===== config.mk =====
export PLATFORM = sky130hd
export DESIGN_NAME = cbx_exec_top
export DESIGN_NICKNAME = d
export VERILOG_FILES = /design/src/logic/cbx_pkg.sv /design/src/logic/cbx_exec_top.sv /design/src/logic/cbx_add8.sv /design/src/logic/cbx_word16.sv
export SDC_FILE = /design/constraint.sdc
export NUM_CORES = 1
export LEC_CHECK = 0
export BUFFER_PORTS_ARGS = -buffer_cell sky130_fd_sc_hd__clkbuf_2
export CORE_ASPECT_RATIO = 0.6
export CORE_UTILIZATION = 55
export CTS_BUF_LIST = sky130_fd_sc_hd__clkbuf_16
export CTS_CLUSTER_DIAMETER = 30
export DETAILED_ROUTE_END_ITERATION = 8
export GPL_TIMING_DRIVEN = 0
export MAX_ROUTING_LAYER = met4
export PLACE_DENSITY_LB_ADDON = 0.12
export SLEW_MARGIN = 20
export SYNTH_ARGS = -nofsm -noshare
export SYNTH_HDL_FRONTEND = slang
export SYNTH_SLANG_ARGS = --single-unit

===== constraint.sdc =====
create_clock -name i_mclk -period 5.6 [get_ports i_mclk]
set_input_delay 1.12 -clock i_mclk [delete_from_list [all_inputs] [get_ports i_mclk]]
set_output_delay 1.12 -clock i_mclk [all_outputs]
set_load 0.05 [all_outputs]

===== src/logic/cbx_pkg.sv =====
// Constants, operation codes and state codes of the execution unit
package cbx_pkg;
  localparam int DATA_W = 8;
  localparam int PC_W   = 16;
  localparam int OFS_W  = 12;
  localparam int KW_W   = 6;
  localparam int FLG_C  = 0;
  localparam int FLG_Z  = 1;
  localparam int FLG_N  = 2;
  localparam int FLG_V  = 3;
  localparam int FLG_S  = 4;
  localparam int FLG_H  = 5;
  localparam logic [7:0]  FLAGS_RST     = 8'h00;
  localparam logic [7:0]  ALL_ONES      = 8'hff;
  localparam logic [7:0]  ALL_ZERO      = 8'h00;
  localparam logic [7:0]  STEP_ONE      = 8'h01;
  localparam logic [15:0] PC_STEP       = 16'h0001;
  localparam logic [15:0] SKIP_ONE_WORD = 16'h0002;
  localparam logic [15:0] SKIP_TWO_WORD = 16'h0003;
  localparam logic [5:0]  IO_BIT_MAX    = 6'h1f;
  localparam logic [1:0]  CYC_ONE       = 2'h1;
  localparam logic [1:0]  CYC_TWO       = 2'h2;
  localparam logic [1:0]  CYC_THREE     = 2'h3;
  localparam logic [1:0]  CNT_LAST      = 2'h1;

  typedef enum logic [1:0] {
    ST_IDLE = 2'h1,
    ST_WAIT = 2'h2
  } cbx_state_t;

  typedef enum logic [5:0] {
    OP_ADD, OP_ADD_CARRY, OP_ADD_WORD_IMMEDIATE, OP_SUB,
    OP_DIFFERENCE_IMMEDIATE, OP_SUBTRACT_WITH_CARRY,
    OP_SUBTRACT_CARRY_CONSTANT, OP_SUBTRACT_WORD_IMMEDIATE,
    OP_AND, OP_AND_WITH_CONSTANT, OP_OR, OP_OR_WITH_CONSTANT,
    OP_EXCLUSIVE_OR_REGISTERS, OP_BITWISE_INVERT, OP_TWOS_INVERT,
    OP_SET_BITS_BY_MASK, OP_CLEAR_BITS_BY_MASK, OP_PLUS_ONE, OP_MINUS_ONE,
    OP_ZERO_SIGN_CHECK, OP_ZERO_REGISTER, OP_ALL_ONES_REGISTER,
    OP_RELATIVE_JUMP, OP_INDIRECT_JUMP, OP_RELATIVE_CALL, OP_INDIRECT_CALL,
    OP_COMPARE_SKIP_EQUAL, OP_COMPARE, OP_COMPARE_WITH_BORROW,
    OP_COMPARE_IMMEDIATE, OP_SKIP_REG_BIT_CLEAR, OP_SKIP_REG_BIT_SET,
    OP_SKIP_IO_BIT_CLEAR, OP_SKIP_IO_BIT_SET
  } cbx_op_t;
endpackage


===== src/logic/cbx_exec_top.sv =====
// Execution unit for arithmetic, logic, jump, call and skip operations
//
// Summary of operation
// - Register adds, optional carry, one cycle
// - Word add of constant, two cycles
// - Subtract register or constant, one cycle
// - Subtract with carry, register or constant
// - Word subtract of constant, two cycles
// - AND updates only zero, negative, overflow
// - OR and XOR update zero, negative, overflow
// - Invert and negate, carry flag updated
// - Set and clear bits by mask
// - Test, clear, step; all-ones keeps flags
// - Relative and indirect jumps, two cycles
// - Relative and indirect calls, three cycles
// - Compares set flags, write nothing
// - Skip next instruction when registers equal
// - Skip on general register bit
// - Skip on I/O register bit
// - I/O bit skips only below 0x20
`timescale 1ns/1ps
module cbx_exec_top (
  input  wire logic             i_mclk,
  input  wire logic             i_rst_n,
  input  wire logic             i_start,
  input  wire cbx_pkg::cbx_op_t i_op,
  input  wire logic [7:0]       i_rd,
  input  wire logic [7:0]       i_rr,
  input  wire logic [7:0]       i_imm,
  input  wire logic [15:0]      i_pair,
  input  wire logic [15:0]      i_ptr,
  input  wire logic [15:0]      i_pc,
  input  wire logic [11:0]      i_offset,
  input  wire logic [2:0]       i_bit_sel,
  input  wire logic [5:0]       i_io_addr,
  input  wire logic [7:0]       i_io_data,
  input  wire logic             i_next_two_word,
  output logic                  o_ready,
  output logic                  o_done,
  output logic                  o_wr_en,
  output logic [7:0]            o_result,
  output logic                  o_wr_word,
  output logic [15:0]           o_word_result,
  output logic [15:0]           o_pc_next,
  output logic                  o_push_en,
  output logic [15:0]           o_ret_addr,
  output logic [7:0]            o_flags,
  output logic                  o_io_range_err
);

  ////////////////////////////////////////////////////////////////////////
  // Operand selection and arithmetic units

  cbx_pkg::cbx_state_t state;
  cbx_pkg::cbx_state_t next_state;
  logic [1:0]          cnt;
  logic [1:0]          next_cnt;
  logic [1:0]          cyc;
  logic                take;
  logic [7:0]          a_op;
  logic [7:0]          b_op;
  logic                c_in;
  logic                sub;
  logic [7:0]          add_res;
  logic                add_c;
  logic                add_h;
  logic                add_v;
  logic                w_sub;
  logic [15:0]         w_res;
  logic                w_c;
  logic                w_z;
  logic                w_n;
  logic                w_v;
  logic                w_s;
  logic [15:0]         kimm;
  logic [15:0]         ofs_ext;
  logic                carry_in;
  logic                io_ok;
  logic                skip;
  logic [7:0]          lres;
  logic                next_done;
  logic                next_wr;
  logic [7:0]          next_result;
  logic                next_wword;
  logic [15:0]         next_word;
  logic [15:0]         next_pc;
  logic                next_push;
  logic [15:0]         next_ret;
  logic [7:0]          next_flags;
  logic                next_err;

  assign take     = i_start && o_ready;
  assign o_ready  = (state == cbx_pkg::ST_IDLE);
  assign kimm     = {10'h000, i_imm[5:0]};
  assign ofs_ext  = {{4{i_offset[11]}}, i_offset};
  assign carry_in = o_flags[cbx_pkg::FLG_C];
  assign io_ok    = (i_io_addr <= cbx_pkg::IO_BIT_MAX);
  assign w_sub    = (i_op == cbx_pkg::OP_SUBTRACT_WORD_IMMEDIATE);

  always_comb begin
    a_op = i_rd;
    b_op = i_rr;
    c_in = 1'b0;
    sub  = 1'b0;
    case (i_op)
      cbx_pkg::OP_ADD_CARRY: begin
        c_in = carry_in;
      end
      cbx_pkg::OP_SUB, cbx_pkg::OP_COMPARE: begin
        sub = 1'b1;
      end
      cbx_pkg::OP_DIFFERENCE_IMMEDIATE, cbx_pkg::OP_COMPARE_IMMEDIATE: begin
        b_op = i_imm;
        sub  = 1'b1;
      end
      cbx_pkg::OP_SUBTRACT_WITH_CARRY, cbx_pkg::OP_COMPARE_WITH_BORROW: begin
        sub  = 1'b1;
        c_in = carry_in;
      end
      cbx_pkg::OP_SUBTRACT_CARRY_CONSTANT: begin
        b_op = i_imm;
        sub  = 1'b1;
        c_in = carry_in;
      end
      cbx_pkg::OP_TWOS_INVERT: begin
        a_op = cbx_pkg::ALL_ZERO;
        b_op = i_rd;
        sub  = 1'b1;
      end
      cbx_pkg::OP_PLUS_ONE: begin
        b_op = cbx_pkg::STEP_ONE;
      end
      cbx_pkg::OP_MINUS_ONE: begin
        b_op = cbx_pkg::STEP_ONE;
        sub  = 1'b1;
      end
      default: begin
      end
    endcase
  end

  cbx_add8 u_add8 (
    .i_a     (a_op),
    .i_b     (b_op),
    .i_cin   (c_in),
    .i_sub   (sub),
    .o_res   (add_res),
    .o_carry (add_c),
    .o_half  (add_h),
    .o_ovf   (add_v)
  );

  cbx_word16 u_word16 (
    .i_pair (i_pair),
    .i_k    (kimm),
    .i_sub  (w_sub),
    .o_res  (w_res),
    .o_c    (w_c),
    .o_z    (w_z),
    .o_n    (w_n),
    .o_v    (w_v),
    .o_s    (w_s)
  );

  ////////////////////////////////////////////////////////////////////////
  // Next-state, result and flag computation

  function automatic logic [7:0] set_znv(input logic [7:0] f,
                                         input logic [7:0] r,
                                         input logic       v);
    logic [7:0] t;
    t                 = f;
    t[cbx_pkg::FLG_Z] = (r == cbx_pkg::ALL_ZERO);
    t[cbx_pkg::FLG_N] = r[7];
    t[cbx_pkg::FLG_V] = v;
    return t;
  endfunction

  always_comb begin
    next_state  = state;
    next_cnt    = cnt;
    next_done   = 1'b0;
    next_wr     = 1'b0;
    next_result = o_result;
    next_wword  = 1'b0;
    next_word   = o_word_result;
    next_pc     = o_pc_next;
    next_push   = 1'b0;
    next_ret    = o_ret_addr;
    next_flags  = o_flags;
    next_err    = 1'b0;
    cyc         = cbx_pkg::CYC_ONE;
    skip        = 1'b0;
    lres        = cbx_pkg::ALL_ZERO;
    case (state)
      cbx_pkg::ST_IDLE: begin
        if (i_start) begin
          next_pc = i_pc + cbx_pkg::PC_STEP;
          case (i_op)
            cbx_pkg::OP_ADD, cbx_pkg::OP_ADD_CARRY, cbx_pkg::OP_SUB,
            cbx_pkg::OP_DIFFERENCE_IMMEDIATE, cbx_pkg::OP_SUBTRACT_WITH_CARRY,
            cbx_pkg::OP_SUBTRACT_CARRY_CONSTANT, cbx_pkg::OP_TWOS_INVERT: begin
              next_wr                    = 1'b1;
              next_result                = add_res;
              next_flags                 = set_znv(o_flags, add_res, add_v);
              next_flags[cbx_pkg::FLG_C] = add_c;
              next_flags[cbx_pkg::FLG_H] = add_h;
            end
            cbx_pkg::OP_COMPARE, cbx_pkg::OP_COMPARE_WITH_BORROW,
            cbx_pkg::OP_COMPARE_IMMEDIATE: begin
              next_flags                 = set_znv(o_flags, add_res, add_v);
              next_flags[cbx_pkg::FLG_C] = add_c;
              next_flags[cbx_pkg::FLG_H] = add_h;
            end
            cbx_pkg::OP_PLUS_ONE, cbx_pkg::OP_MINUS_ONE: begin
              next_wr     = 1'b1;
              next_result = add_res;
              next_flags  = set_znv(o_flags, add_res, add_v);
            end
            cbx_pkg::OP_AND, cbx_pkg::OP_AND_WITH_CONSTANT,
            cbx_pkg::OP_OR, cbx_pkg::OP_OR_WITH_CONSTANT,
            cbx_pkg::OP_EXCLUSIVE_OR_REGISTERS, cbx_pkg::OP_SET_BITS_BY_MASK,
            cbx_pkg::OP_CLEAR_BITS_BY_MASK, cbx_pkg::OP_ZERO_SIGN_CHECK,
            cbx_pkg::OP_ZERO_REGISTER, cbx_pkg::OP_BITWISE_INVERT: begin
              case (i_op)
                cbx_pkg::OP_AND:                   lres = i_rd & i_rr;
                cbx_pkg::OP_AND_WITH_CONSTANT:     lres = i_rd & i_imm;
                cbx_pkg::OP_OR:                    lres = i_rd | i_rr;
                cbx_pkg::OP_OR_WITH_CONSTANT:      lres = i_rd | i_imm;
                cbx_pkg::OP_EXCLUSIVE_OR_REGISTERS: lres = i_rd ^ i_rr;
                cbx_pkg::OP_SET_BITS_BY_MASK:      lres = i_rd | i_imm;
                cbx_pkg::OP_CLEAR_BITS_BY_MASK:
                  lres = i_rd & (cbx_pkg::ALL_ONES - i_imm);
                cbx_pkg::OP_ZERO_SIGN_CHECK:       lres = i_rd & i_rd;
                cbx_pkg::OP_ZERO_REGISTER:         lres = i_rd ^ i_rd;
                default:                           lres = cbx_pkg::ALL_ONES - i_rd;
              endcase
              next_wr     = 1'b1;
              next_result = lres;
              next_flags  = set_znv(o_flags, lres, 1'b0);
              if (i_op == cbx_pkg::OP_BITWISE_INVERT) begin
                next_flags[cbx_pkg::FLG_C] = 1'b1;
              end
            end
            cbx_pkg::OP_ALL_ONES_REGISTER: begin
              next_wr     = 1'b1;
              next_result = cbx_pkg::ALL_ONES;
            end
            cbx_pkg::OP_ADD_WORD_IMMEDIATE,
            cbx_pkg::OP_SUBTRACT_WORD_IMMEDIATE: begin
              cyc                        = cbx_pkg::CYC_TWO;
              next_wword                 = 1'b1;
              next_word                  = w_res;
              next_flags[cbx_pkg::FLG_Z] = w_z;
              next_flags[cbx_pkg::FLG_C] = w_c;
              next_flags[cbx_pkg::FLG_N] = w_n;
              next_flags[cbx_pkg::FLG_V] = w_v;
              next_flags[cbx_pkg::FLG_S] = w_s;
            end
            cbx_pkg::OP_RELATIVE_JUMP: begin
              cyc     = cbx_pkg::CYC_TWO;
              next_pc = i_pc + ofs_ext + cbx_pkg::PC_STEP;
            end
            cbx_pkg::OP_INDIRECT_JUMP: begin
              cyc     = cbx_pkg::CYC_TWO;
              next_pc = i_ptr;
            end
            cbx_pkg::OP_RELATIVE_CALL, cbx_pkg::OP_INDIRECT_CALL: begin
              cyc       = cbx_pkg::CYC_THREE;
              next_push = 1'b1;
              next_ret  = i_pc + cbx_pkg::PC_STEP;
              next_pc   = (i_op == cbx_pkg::OP_INDIRECT_CALL) ? i_ptr
                          : i_pc + ofs_ext + cbx_pkg::PC_STEP;
            end
            cbx_pkg::OP_COMPARE_SKIP_EQUAL:  skip = (i_rd == i_rr);
            cbx_pkg::OP_SKIP_REG_BIT_CLEAR:  skip = !i_rr[i_bit_sel];
            cbx_pkg::OP_SKIP_REG_BIT_SET:    skip = i_rr[i_bit_sel];
            // Out-of-range I/O addresses never skip and raise an error pulse
            cbx_pkg::OP_SKIP_IO_BIT_CLEAR: begin
              skip     = io_ok && !i_io_data[i_bit_sel];
              next_err = !io_ok;
            end
            cbx_pkg::OP_SKIP_IO_BIT_SET: begin
              skip     = io_ok && i_io_data[i_bit_sel];
              next_err = !io_ok;
            end
            default: begin
            end
          endcase
          if (skip) begin
            cyc     = i_next_two_word ? cbx_pkg::CYC_THREE : cbx_pkg::CYC_TWO;
            next_pc = i_pc + (i_next_two_word ? cbx_pkg::SKIP_TWO_WORD
                                              : cbx_pkg::SKIP_ONE_WORD);
          end
          if (cyc == cbx_pkg::CYC_ONE) begin
            next_done = 1'b1;
          end else begin
            next_state = cbx_pkg::ST_WAIT;
            next_cnt   = cyc - cbx_pkg::CNT_LAST;
          end
        end
      end
      cbx_pkg::ST_WAIT: begin
        next_cnt = cnt - cbx_pkg::CNT_LAST;
        if (cnt == cbx_pkg::CNT_LAST) begin
          next_done  = 1'b1;
          next_state = cbx_pkg::ST_IDLE;
        end
      end
      default: begin
        next_state = cbx_pkg::ST_IDLE;
      end
    endcase
  end

  ////////////////////////////////////////////////////////////////////////
  // Registers

  always_ff @(posedge i_mclk) begin
    if (!i_rst_n) begin
      state          <= cbx_pkg::ST_IDLE;
      cnt            <= 2'h0;
      o_done         <= 1'b0;
      o_wr_en        <= 1'b0;
      o_result       <= 8'h00;
      o_wr_word      <= 1'b0;
      o_word_result  <= 16'h0000;
      o_pc_next      <= 16'h0000;
      o_push_en      <= 1'b0;
      o_ret_addr     <= 16'h0000;
      o_flags        <= cbx_pkg::FLAGS_RST;
      o_io_range_err <= 1'b0;
    end else begin
      state          <= next_state;
      cnt            <= next_cnt;
      o_done         <= next_done;
      o_wr_en        <= next_wr;
      o_result       <= next_result;
      o_wr_word      <= next_wword;
      o_word_result  <= next_word;
      o_pc_next      <= next_pc;
      o_push_en      <= next_push;
      o_ret_addr     <= next_ret;
      o_flags        <= next_flags;
      o_io_range_err <= next_err;
    end
  end
endmodule // cbx_exec_top


===== src/logic/cbx_add8.sv =====
// Eight-bit adder and subtractor with carry, half-carry and overflow
`timescale 1ns/1ps
module cbx_add8 (
  input  wire logic [7:0] i_a,
  input  wire logic [7:0] i_b,
  input  wire logic       i_cin,
  input  wire logic       i_sub,
  output logic      [7:0] o_res,
  output logic            o_carry,
  output logic            o_half,
  output logic            o_ovf
);
  logic [8:0] sum;
  logic [4:0] low;
  logic [7:0] b_eff;
  logic       c_eff;

  // Borrow-in becomes inverted carry-in, so one adder serves both
  always_comb begin
    b_eff   = i_sub ? ~i_b : i_b;
    c_eff   = i_cin ^ i_sub;
    low     = {1'b0, i_a[3:0]} + {1'b0, b_eff[3:0]} + {4'h0, c_eff};
    sum     = {1'b0, i_a} + {1'b0, b_eff} + {8'h00, c_eff};
    o_res   = sum[7:0];
    o_carry = sum[8] ^ i_sub;
    o_half  = low[4] ^ i_sub;
    o_ovf   = (i_a[7] == b_eff[7]) && (sum[7] != i_a[7]);
  end
endmodule // cbx_add8


===== src/logic/cbx_word16.sv =====
// Sixteen-bit pair add or subtract of a six-bit constant, with flags
`timescale 1ns/1ps
module cbx_word16 (
  input  wire logic [15:0] i_pair,
  input  wire logic [15:0] i_k,
  input  wire logic        i_sub,
  output logic      [15:0] o_res,
  output logic             o_c,
  output logic             o_z,
  output logic             o_n,
  output logic             o_v,
  output logic             o_s
);
  always_comb begin
    o_res = i_sub ? i_pair - i_k : i_pair + i_k;
    o_n   = o_res[15];
    o_z   = (o_res == 16'h0000);
    o_c   = i_sub ? (o_res[15] & ~i_pair[15]) : (~o_res[15] & i_pair[15]);
    o_v   = i_sub ? (i_pair[15] & ~o_res[15]) : (~i_pair[15] & o_res[15]);
    o_s   = o_n ^ o_v;
  end
endmodule // cbx_word16


==> Word level (Yosys, flattened, before mapping) <==
Cells that the tools add are included.
Widths: inputs -> output; s select.
{ "totals": {"register_bits": 71, "input_bits": 111, "out_inout_bits": 70, "elab_cells": 179} }
{ "op_classes": {"addsub": 14, "order_cmp": 2, "eq_ne": 44, "mux": 45, "bitwise": 20, "n_reduce_logical": 39} }
{ "ops": {"columns": ["operator", "n"], "rows": [
  ["$eq 6x5->1 const B", 16],
  ["$pmux 8 s8", 1],
  ["$eq 6x4->1 const B", 8],
  ["$mux 16", 3],
  ["$pmux 16 s3", 1],
  ["$pmux 8 s3", 2],
  ["$mux 8", 5],
  ["$add 16x1->16 const B", 2],
  ["$and 8x8->8", 4],
  ["$eq 6x3->1 const B", 4],
  ["$reduce_and 3->1", 8],
  ["$pmux 5 s4", 1],
  ["$reduce_or 10->1", 2],
  ["$reduce_or 20->1", 1],
  ["$reduce_or 9->1", 2],
  ["$mux 1", 17],
  ["$add 16x16->16", 1],
  ["$add 16x2->16", 1],
  ["$add 16x6->16", 1],
  ["$logic_not 16->1", 1],
  ["$logic_not 8->1", 2],
  ["$mux 2", 8],
  ["$or 8x8->8", 2],
  ["$sub 16x6->16", 1],
  ["other kinds (39)", 70]
]} }

==> Depth between registers and ports, before layout <==
Gate-level depths: netlist of the first run.
{ "depth": {"word_depth": 14, "depth_mapped": 18, "depth_no_buf": 16} }

==> Modules after synthesis <==
From an unflattened synthesis of the first run, not the netlist that was laid out.
{ "hier_totals": {"hier_cells": 1022, "hier_area_um2": 7551.0} }
{ "by_module_without_submodules": {"columns": ["module", "instances", "cells_per_inst", "area_each_um2", "seq_area_each_um2"], "rows": [
  ["cbx_exec_top", 1, 827, 6077.1, 1421.4],
  ["cbx_word16", 1, 145, 1049.8, 0.0],
  ["cbx_add8", 1, 50, 424.2, 0.0]
]} }

==> Worst setup path after synthesis of the first run <==
Ideal clock, no wire load.
{ "synth_timing": {"path_type": "input to register", "start": "input i_op[0]", "end": "register o_flags[1]", "setup_ns": 0.069, "arrival_ns": 4.989, "t_required_ns": 5.531, "setup_slack_ns": 0.542, "stages": 16, "path_buffers": 2, "path_cell_list": "or4b_1 clkbuf_1 nor2_1 clkbuf_1 nor2_1 a21oi_1 xnor2_1 fa_1 fa_1 a21o_1 a21o_1 xor2_1 or4_1 o31ai_1 a41oi_1 o21ai_1"} }
{ "synth_via": {"elab_chain_len": 9, "word_cells_on_any_way": 52, "classes_between": "add/sub: 2; eq/ne: 23; mux: 11; bitwise: 2; reduce/logical: 14"} }
{ "synth_rtl": {"columns": ["item", "line_no", "source"], "rows": [
  ["start, declared", "cbx_exec_top.sv:26", "input wire cbx_pkg::cbx_op_t i_op,"],
  ["$eq 6x5->1 / $eq 6x3->1 (equally long branches)", "cbx_exec_top.sv:105, cbx_exec_top.sv:199", null],
  ["$reduce_or 3->1 (no line) / $reduce_or 2->1 (equally long branches)", null, null],
  ["$pmux 8 s3", "cbx_exec_top.sv:105", "case (i_op)"],
  ["$not 8->8", "cbx_add8.sv:20", "b_eff = i_sub ? ~i_b : i_b;"],
  ["$mux 8", "cbx_add8.sv:20", null],
  ["$add 8x8->9", "cbx_add8.sv:23", "sum = {1'b0, i_a} + {1'b0, b_eff} + {8'h00, c_eff};"],
  ["$add 9x1->9", "cbx_add8.sv:23", null],
  ["$logic_not 8->1", "cbx_exec_top.sv:173", "t[cbx_pkg::FLG_Z] = (r == cbx_pkg::ALL_ZERO);"],
  ["$pmux 5 s4", "cbx_exec_top.sv:199", "case (i_op)"],
  ["end signal, assigned", "cbx_exec_top.sv:331", "o_flags <= cbx_pkg::FLAGS_RST;"],
  ["end signal, assigned", "cbx_exec_top.sv:344", "o_flags <= next_flags;"],
  ["end, declared", "cbx_exec_top.sv:47", "output logic [7:0] o_flags,"]
]} }
Parallel ways exist; a longest one is shown, timed or not. The select of a mux whose other input is x is not followed.
A chain may end at the register's enable or synchronous reset.

==> Worst setup path after layout of the first run <==
{ "layout_timing": {"start": "input i_op[0]", "end": "register o_flags[0]"} }
{ "layout_via": {"elab_chain_len": 9, "word_cells_on_any_way": 51, "classes_between": "add/sub: 2; eq/ne: 24; mux: 8; bitwise: 7; reduce/logical: 10"} }
{ "layout_rtl": {"columns": ["item", "line_no", "source"], "rows": [
  ["$eq 6x5->1 / $eq 6x3->1 (equally long branches)", "cbx_exec_top.sv:105, cbx_exec_top.sv:199", null],
  ["$reduce_or 3->1 (no line) / $reduce_or 2->1 (equally long branches)", null, null],
  ["$pmux 8 s3", "cbx_exec_top.sv:105", null],
  ["$not 8->8", "cbx_add8.sv:20", null],
  ["$mux 8", "cbx_add8.sv:20", null],
  ["$add 8x8->9", "cbx_add8.sv:23", null],
  ["$add 9x1->9", "cbx_add8.sv:23", null],
  ["$xor 1x1->1", "cbx_add8.sv:25", "o_carry = sum[8] ^ i_sub;"],
  ["$pmux 5 s4", "cbx_exec_top.sv:199", null]
]} }
Parallel ways exist; a longest one is shown, timed or not. The select of a mux whose other input is x is not followed.

==> metrics, run 1 <==
fin nets=1329; CTS Hold Bufs=0; 1st-iter DRT viols=1042; Synth cell types=88; max cap viols=0; H-tree Lvls=3; Setup WS post-layout=0.266 ns; largest net degree at the start of global routing=15; TritonCTS clock tree=yes; diode count=0; count of state elements after synthesis=71; Cell Area, Placed=8470 µm²; min Tclk post-route=5.33 ns; CTS buffer count=9; Worst Tran Pin Value=1.12 ns; Post-DRT Antenna Nets=0; CP Class=in2reg; hpwl dp=21100 µm; worst IR drop on VDD=0.181 mV; area leader, netlist=dfxtp_1; syn_area_per_cell=7.52 µm²; total setup buffers inserted after CTS=0; Post-synth ARST share=0; Final Hold Fails=0; Tcrit/Tclk final=0.953; initial antenna violation count=0; Leakage=0.00371 µW; Pwr Density=221 nW/µm²; PortBufs=171; Crit Path Max Fanout=10; Num Clock Sinks=71; commonest non-fill, non-tap cells in the layout=171 x clkbuf_2, 95 x nor2_1, 78 x a21oi_1; synth top area cells=dfxtp_1 19%, ha_1 7.9%, a21oi_1 5.3%, xnor2_1 5.1%, nor2_1 4.9%; Ports=181; status=complete, no violations; final instance area=8840 µm²; chip height=91.9 µm; routability congestion estimate from global placement=1.02; vias in the first global route=7341; final max-slew violation count=0; RSZ-0062 raised after global routing=no; crit end category=flip-flop; global-route wire length before repair=40500 µm; area of the core=13000 µm²; Final Setup Violations=0; Mapped Cells=984; Worst-path clk slew=0.06 ns; number of flops mapped to enable cells by yosys=0; DIE WIDTH=152 µm; Synth top area share=0.192; DR WL/cell=19.6 µm; DR vias=8606; pre-CTS WS=-0.151 ns; Setup Skew=0.0113 ns; most common cell after layout, fill and taps aside=clkbuf_2; clock latency on the worst-skew pair=0.34 ns; global route overflow=0; overall global routing resource usage=0.388; max frequency=0.187 GHz; Worst EP required=5.82 ns; DR DRC count=0; vias per inst=6.41; Rel. slew slack=0.244; die area=13900 µm²; drt total wl=26300 µm; sequential-to-total area share from yosys stat=0.192; CTS max path bufs=2; share of layout cells above drive strength 1=0.198; CP startpoint kind=primary input; Root Driver=clkbuf_16; Initial Util=0.571; Syn. warnings=0; WP data arrival=5.55 ns; HP Class=reg2reg; Post-Syn Area=7400 µm²; First-pass DRT Iterations=7; top_reg_cell synth=dfxtp_1; area delta synth->final=19.5%; num rows=32
-- cells in the mapped netlist (5+ instances only) --
cell       n
o211ai_1  14
o31ai_1    7
nand3_1   21
a222oi_1   7
a311oi_1   6
a211oi_1  34
a31oi_1   13
xnor2_1   43
nand4_1    7
xor2_1    29
nor2b_1   16
a22oi_1    5
o21ai_1    6
and2_1     8
dfxtp_1   71
o21a_1     9
mux2i_1   14
inv_1     28
nand3b_1   5
buf_1      5
a21o_1    15
o22ai_1    8
o32ai_1    7
a21oi_1   78
ha_1      47
or2_2     10
nor4_1    11
and3_1    13
nor2_1    96
a211o_1    7
or3_1     13
clkbuf_1  42
nand4b_1   5
buf_2     12
nor3_1    37
o21ai_0   44
nand2_1   76
o311ai_0   6
a22o_1     5
nand2b_1  16
-- worst paths after layout --
path | from | endpoint | slack, ns | cells after the start
setup / recovery | i_op[0] | o_flags[0] | 0.27 | 18
hold reg to reg | o_word_result[9] | o_word_result[9] | 0.45 | 2
setup reg to reg | o_flags[0] | o_flags[0] | 2.44 | 12
hold / removal | o_word_result[9] | o_word_result[9] | 0.45 | 2
-- logic make-up after synthesis --
family,Yosys count,synth area share
AND/OR/NAND/NOR,359,0.251
AO/OA/AOI/OAI,315,0.292
buffers and inverters,93,0.0507
XOR/XNOR,73,0.0874
flip-flops,71,0.192
adder cells (fa/ha/maj),51,0.0903
multiplexers,21,0.0362
other,1,0.000507
-- stage by stage --
stage / utilization / std cells / total power (µW) / hold slack (ns) / setup TNS, ns
3_3_place_gp: 0.653 / 1326 / 1240 / 0.443 / -0.291
4_1_cts: 0.680 / 1342 / 1930 / 0.454 / 0
5_1_grt: 0.682 / 1342 / 2030 / 0.474 / 0
3_5_place_dp: 0.653 / 1326 / 1250 / 0.446 / -0.392
2_1_floorplan: - / 985 / 1040 / 0.453 / 0
6_report: 0.682 / 1342 / 1950 / 0.453 / 0
-- flip-flops by register name (all words and copies together) (netlist names) --
signal / flops
cnt: 2
o_done: 1
o_flags: 6
o_io_range_err: 1
o_pc_next: 16
o_push_en: 1
o_result: 8
o_ret_addr: 16
o_word_result: 16
o_wr_en: 1
o_wr_word: 1
state: 2
-- power by group --
part / leakage, µW / internal, µW / switching (µW)
Clock: 0.000172 / 442 / 247
Combinational: 0.00296 / 253 / 466
Sequential: 0.000577 / 530 / 15.5
Total: 0.00371 / 1220 / 728
-- layer usage --
layer	vias up	wire, µm	global-route usage
li1	4043	-	-
met2	578	9710	0.480
met1	3954	12300	0.601
met3	31	4050	0.127
met5	-	0	-
met4	0	241	0.0454
-- cell type report --
cell class / instances / area, µm²
plain buffers: 62 / 259
clock buffers: 9 / 225
clock inverters: 7 / 128
fillers: 1189 / 4130
inverters: 31 / 116
multi-input cells: 821 / 5620
flip-flops and latches: 71 / 1420
well taps: 170 / 213
repair buffers: 171 / 856
-- repair_timing --
action                                  in CTS  in global routing
hold endpoints to repair                     0                  0
endpoints found under the setup margin       0                  3
gates resized for setup                      0                  2
-- worst max-delay path, cell delays in order --
cell and delay (ns):
clkbuf_2 0.14, or4b_1 0.52, clkbuf_1 0.31, nor2_4 0.30, clkbuf_1 0.35, nor2_1 0.09
a21oi_1 0.19, xnor2_1 0.11, fa_1 0.45, fa_1 0.42, a21o_1 0.18, a21o_1 0.25
a211oi_1 0.27, o21bai_1 0.13, a21oi_1 0.19, xnor2_1 0.11, a311oi_1 0.31, a21oi_1 0.11
Note: power is estimated with default switching activity, not from simulation.
==> run 2, diff against run 1 <==
- CORE_UTILIZATION: 55 -> 45
==> run 2 against run 1 <==
  * Combinational power barely moved
  * Clock skew barely moved
  * Routed wire length rose by 3.9%
  * Total power fell by 7.4%
  * Critical path depth fell by 1
  * Cell count rose by 2.5%
  * Highest routed layer unchanged
  * Critical path type unchanged
  * Count of clock-buffer cells in the layout did not move
  * Via count fell by 2.2%
  * Utilization fell by 12 points
==> metrics, run 2 (synthesized netlist as in run 1, its figures left out) <==
WP data arrival=5.60 ns; Rel. slew slack=0.192; worst stage delay on the critical path=0.52 ns; worst IR drop on VDD=0.141 mV; final instance area=8810 µm²; chip height=101 µm; hpwl dp=22100 µm; critical-path cell list=clkbuf_2 -> or4b_1 -> clkbuf_1 -> nor2_4 -> clkbuf_1 -> nor2_1 -> a21oi_1 -> xnor2_1 -> fa_1 -> fa_1 -> a21o_1 -> a21o_1 -> xor2_1 -> or4_1 -> o31ai_1 -> a41oi_1 -> o21ai_1; initial antenna violation count=1; Tcrit/Tclk final=0.948; max cap viols=0; fin nets=1329; Ports=181; Crit Path Max Fanout=10; HP Class=reg2reg; most common cell after layout, fill and taps aside=clkbuf_2; Final Setup Violations=0; final max-slew violation count=0; vias per inst=6.12; DIE WIDTH=168 µm; area of the core=15700 µm²; drt total wl=27300 µm; RSZ-0062 raised after global routing=no; Leakage=0.00367 µW; TritonCTS clock tree=yes; num rows=35; CP startpoint kind=primary input; Initial Util=0.471; Num Clock Sinks=71; global-route wire length before repair=41700 µm; CTS Hold Bufs=0; total setup buffers inserted after CTS=0; CTS buffer count=9; Root Driver=clkbuf_16; min Tclk post-route=5.31 ns; crit end category=flip-flop; DR DRC count=0; Final Hold Slack=0.453 ns; number of instances in the placed design=1359; CP Class=in2reg; Worst EP required=5.89 ns; global route overflow=0; WHS Path Cells=2; Cell Area, Placed=8510 µm²; clock latency on the worst-skew pair=0.35 ns; Final Power=1810 µW; commonest non-fill, non-tap cells in the layout=171 x clkbuf_2, 95 x nor2_1, 78 x a21oi_1; DR vias=8413; non-filler cells, final=1375; vias in the first global route=7271; First-pass DRT Iterations=6; 1st-iter DRT viols=1023; Worst-path clk slew=0.07 ns; Post-DRT Antenna Nets=0; status=complete, no violations; biggest regs=o_pc_next (16), o_ret_addr (16), o_word_result (16); CTS max path bufs=2; Setup Skew=0.0108 ns; die area=17000 µm²; overall global routing resource usage=0.329; path depth of the worst reg2reg path=11; share of layout cells above drive strength 1=0.198; area delta synth->final=19.0%; PortBufs=171; DR WL/cell=19.9 µm; H-tree Lvls=3; routability congestion estimate from global placement=0.992; Core Util, Final=0.560; Final Hold Fails=0; max frequency=0.188 GHz; Worst Tran Pin Value=1.20 ns; slowest CP cell=or4b_1; Pwr Density=205 nW/µm²; largest net degree at the start of global routing=13
run 2: where the power goes:
part | total, µW | switching (µW) | internal, µW
Clock | 547 | 251 | 296
Combinational | 717 | 464 | 253
Sequential | 546 | 16.2 | 530
run 2: final timing paths:
kind	startpoint	endpoint	slack, ns
worst max register to register	o_flags[0]	o_flags[1]	2.46
worst min register to register	o_word_result[5]	o_word_result[5]	0.45
worst min-delay path	o_word_result[5]	o_word_result[5]	0.45
worst max-delay path	i_op[0]	o_flags[1]	0.29
run 2: timing repair:
action | in CTS | in global routing
hold endpoints to repair | 0 | 0
endpoints found under the setup margin | 0 | 3
gates resized for setup | 0 | 4
run 2: stage by stage:
stage / setup slack [ns] / TNS [ns]
global placement: -0.145 / -0.420
global route: 0.0448 / 0
finish: 0.292 / 0
detailed placement: -0.186 / -0.484
CTS: 0.147 / 0
floorplan: 0.542 / 0
run 2: critical path, delay by kind of cell:
kind	cells	cell delay, ns
AO/OA/AOI/OAI	6	1.09
XOR/XNOR	2	0.29
adder cells (fa/ha/maj)	2	0.87
buffers and inverters	3	0.80
AND/OR/NAND/NOR	4	1.43
run 2: layer usage:
| layer | global-route usage | part of all wire | vias to the layer above |
|---|---|---|---|
| met2 | 0.397 | 0.36 | 459 |
| met3 | 0.0883 | 0.12 | 17 |
| met1 | 0.516 | 0.51 | 3882 |
| met4 | 0.0614 | 0.0079 | 0 |
| met5 | - | 0 | - |
| li1 | - | - | 4055 |
run 2: final cells by class:
type	count	area, µm²
fill	1540	6920
multi-input combinational	821	5630
sequential	71	1420
timing repair buffer	171	856
buffer	62	259
tap	203	254
clock buffer	9	225
inverter	31	116
clock inverter	6	38.8
antenna	1	2.50
==> run 3, diff against run 2 <==
- ABC_AREA: not set -> 1
- REMOVE_ABC_BUFFERS: not set -> 1
==> run 3 against run 2 <==
  * Routed wire length is 1.3% higher
  * Largest cell class unchanged
  * Non-clock buffer count shrank 59
  * Highest routed layer unchanged
  * Flip-flop and latch count unchanged
  * Global-route usage down 1.2 points
  * Design area is 3.3% higher
==> metrics, run 3 <==
min Tclk post-route=4.86 ns; commonest non-fill, non-tap cells in the layout=304 x nand2_1, 172 x clkbuf_2, 157 x inv_1; global route overflow=0; die area=17900 µm²; initial antenna violation count=0; hpwl dp=22100 µm; CP Class=in2reg; final max-slew violation count=0; slowest CP cell=fa_1; count of state elements after synthesis=71; fill cell count=1747; Post-DRT Antenna Nets=0; PortBufs=173; biggest regs=o_pc_next (16), o_ret_addr (16), o_word_result (16); Post-synth ARST share=0; synth top area cells=dfxtp_1 18%, nand2_1 15%, nand3_1 7.7%, inv_1 7.6%, ha_1 7.6%; global-route wire length before repair=42800 µm; DR WL/cell=16.7 µm; HP Class=reg2reg; routability congestion estimate from global placement=0.955; drt total wl=27700 µm; share of layout cells above drive strength 1=0.178; area delta synth->final=16.8%; Syn. warnings=0; area leader, netlist=dfxtp_1; syn_area_per_cell=6.12 µm²; Worst-path clk slew=0.07 ns; diode count=0; largest net degree at the start of global routing=59; chip height=104 µm; Num Clock Sinks=71; Worst Tran Pin Value=1.04 ns; Post-synth top cells=304 x nand2_1, 157 x inv_1, 120 x nand3_1, 113 x a21oi_1, 101 x nor2_1; RSZ-0062 raised after global routing=no; crit end category=flip-flop; CP top delay family=simple AND/OR/NAND/NOR gates; area of the core=16600 µm²; total setup buffers inserted after CTS=0; 1st-iter DRT viols=846; critical-path cell list=clkbuf_2 -> nor2_4 -> inv_2 -> nor2_2 -> nand2_2 -> nand2_1 -> inv_1 -> nand2_1 -> o21ai_0 -> xor2_1 -> fa_1 -> fa_1 -> nand3_1 -> nand2_1 -> xor2_1 -> nand2_1 -> nor2_1 -> nand3_1 -> nand2_1 -> inv_1 -> nand3_1 -> nand2_1 -> inv_1; Leakage=0.00478 µW; CTS resizes=0; DR DRC count=0; most used cell, CP=nand2_1; top-count cell post-synth=nand2_1; Final Hold Fails=0; CTS max path bufs=2; num rows=36; DIE WIDTH=172 µm; max cap viols=0; worst IR drop on VDD=0.252 mV; Initial Util=0.470; number of flops mapped to enable cells by yosys=0; status=complete, no violations; Crit Path Max Fanout=18; critical path buffer and inverter count=5; TritonCTS clock tree=yes; Hold Startpoint=state[0]; worst setup path startpoint=i_op[0]; Final Setup Violations=0; top_reg_cell synth=dfxtp_1; Final Hold Slack=0.482 ns; Cell Area, Placed=8780 µm²; Tcrit/Tclk final=0.868; sequential-to-total area share from yosys stat=0.182; Worst EP required=5.89 ns; Post-Syn Area=7790 µm²; setup TNS=0 ns; WP data arrival=5.15 ns; DR vias=8988; CTS buffer count=9; H-tree Lvls=3; final instance area=9090 µm²; vias in the first global route=7628; max frequency=0.206 GHz; Setup Skew=0.00943 ns; fin nets=1589; vias per inst=5.41; Root Driver=clkbuf_16; Ports=181; Synth top area share=0.182; most common cell after layout, fill and taps aside=nand2_1; clock latency on the worst-skew pair=0.34 ns; CTS Hold Bufs=0; First-pass DRT Iterations=7; worst stage delay on the critical path=0.51 ns; CP startpoint kind=primary input; overall global routing resource usage=0.317; Mapped Cells=1272; Synth cell types=48; Crit Reg-Reg Startpoint=state[1]; Rel. slew slack=0.305; Final Power=2180 µW; Pwr Density=239 nW/µm²
## run 3: cell count changes in the layout (fill, tap and decap cells not counted), moves of 18 or more
cell	before	now
clkbuf_1	42	0
nor3_1	36	18
nand3_1	21	119
a21oi_1	78	113
inv_1	28	157
a211oi_1	34	1
o21ai_0	44	85
nand2_1	76	304
xnor2_1	43	20
## run 3: through the flow
step	std cells	util	worst slack, ns
global route	1660	0.549	0.420
floorplan	1242	-	1.38
global placement	1643	0.529	0.447
CTS	1660	0.548	0.797
finish	1660	0.549	0.737
detailed placement	1644	0.530	0.458
## run 3: layout make-up
type | count | area, µm² | area share
repair buffers | 174 | 881 | 0.0969
inverters | 170 | 644 | 0.0709
clock buffers | 9 | 225 | 0.0248
flip-flops and latches | 71 | 1420 | 0.156
well taps | 228 | 285 | 0.0314
multi-input cells | 1001 | 5560 | 0.611
clock inverters | 7 | 80.1 | 0.00881
## run 3: cell families (layout without fill, tap and decap cells)
family | after synthesis | count (layout) | synth area share
adders and majority gates | 51 | 51 | 0.0858
xor gates and xnor gates | 64 | 64 | 0.0720
and+or+nand+nor | 614 | 614 | 0.357
other | 1 | 2 | 0.000481
AOI/OAI and AO/OA | 270 | 270 | 0.196
DFF | 71 | 71 | 0.182
buffers and inverters | 201 | 360 | 0.106
## run 3: power breakdown
part / internal [µW] / leakage [µW] / switching (µW)
clock: 350 / 0.000143 / 256
sequential: 563 / 0.000578 / 32.4
combinational: 288 / 0.00406 / 687
total: 1200 / 0.00478 / 975
## run 3: layer usage
layer	up-vias	GRT usage	wire, µm
li1	4537	-	-
met1	4046	0.522	14400
met2	394	0.398	10300
met3	11	0.0506	2830
met4	0	0.0322	115
met5	-	-	0
## run 3: final timing paths
path / slack, ns / cells after the start / to
setup / recovery: 0.74 / 23 / o_flags[1]
hold / removal: 0.48 / 2 / state[0]
setup reg to reg: 2.28 / 8 / o_word_result[4]
hold reg to reg: 0.48 / 2 / state[0]
## run 3: tightest hold or removal path, cell delays in order, from the launching register on
cell and delay, ns:
dfxtp_1 0.33, nand2_1 0.07, nand2_1 0.05
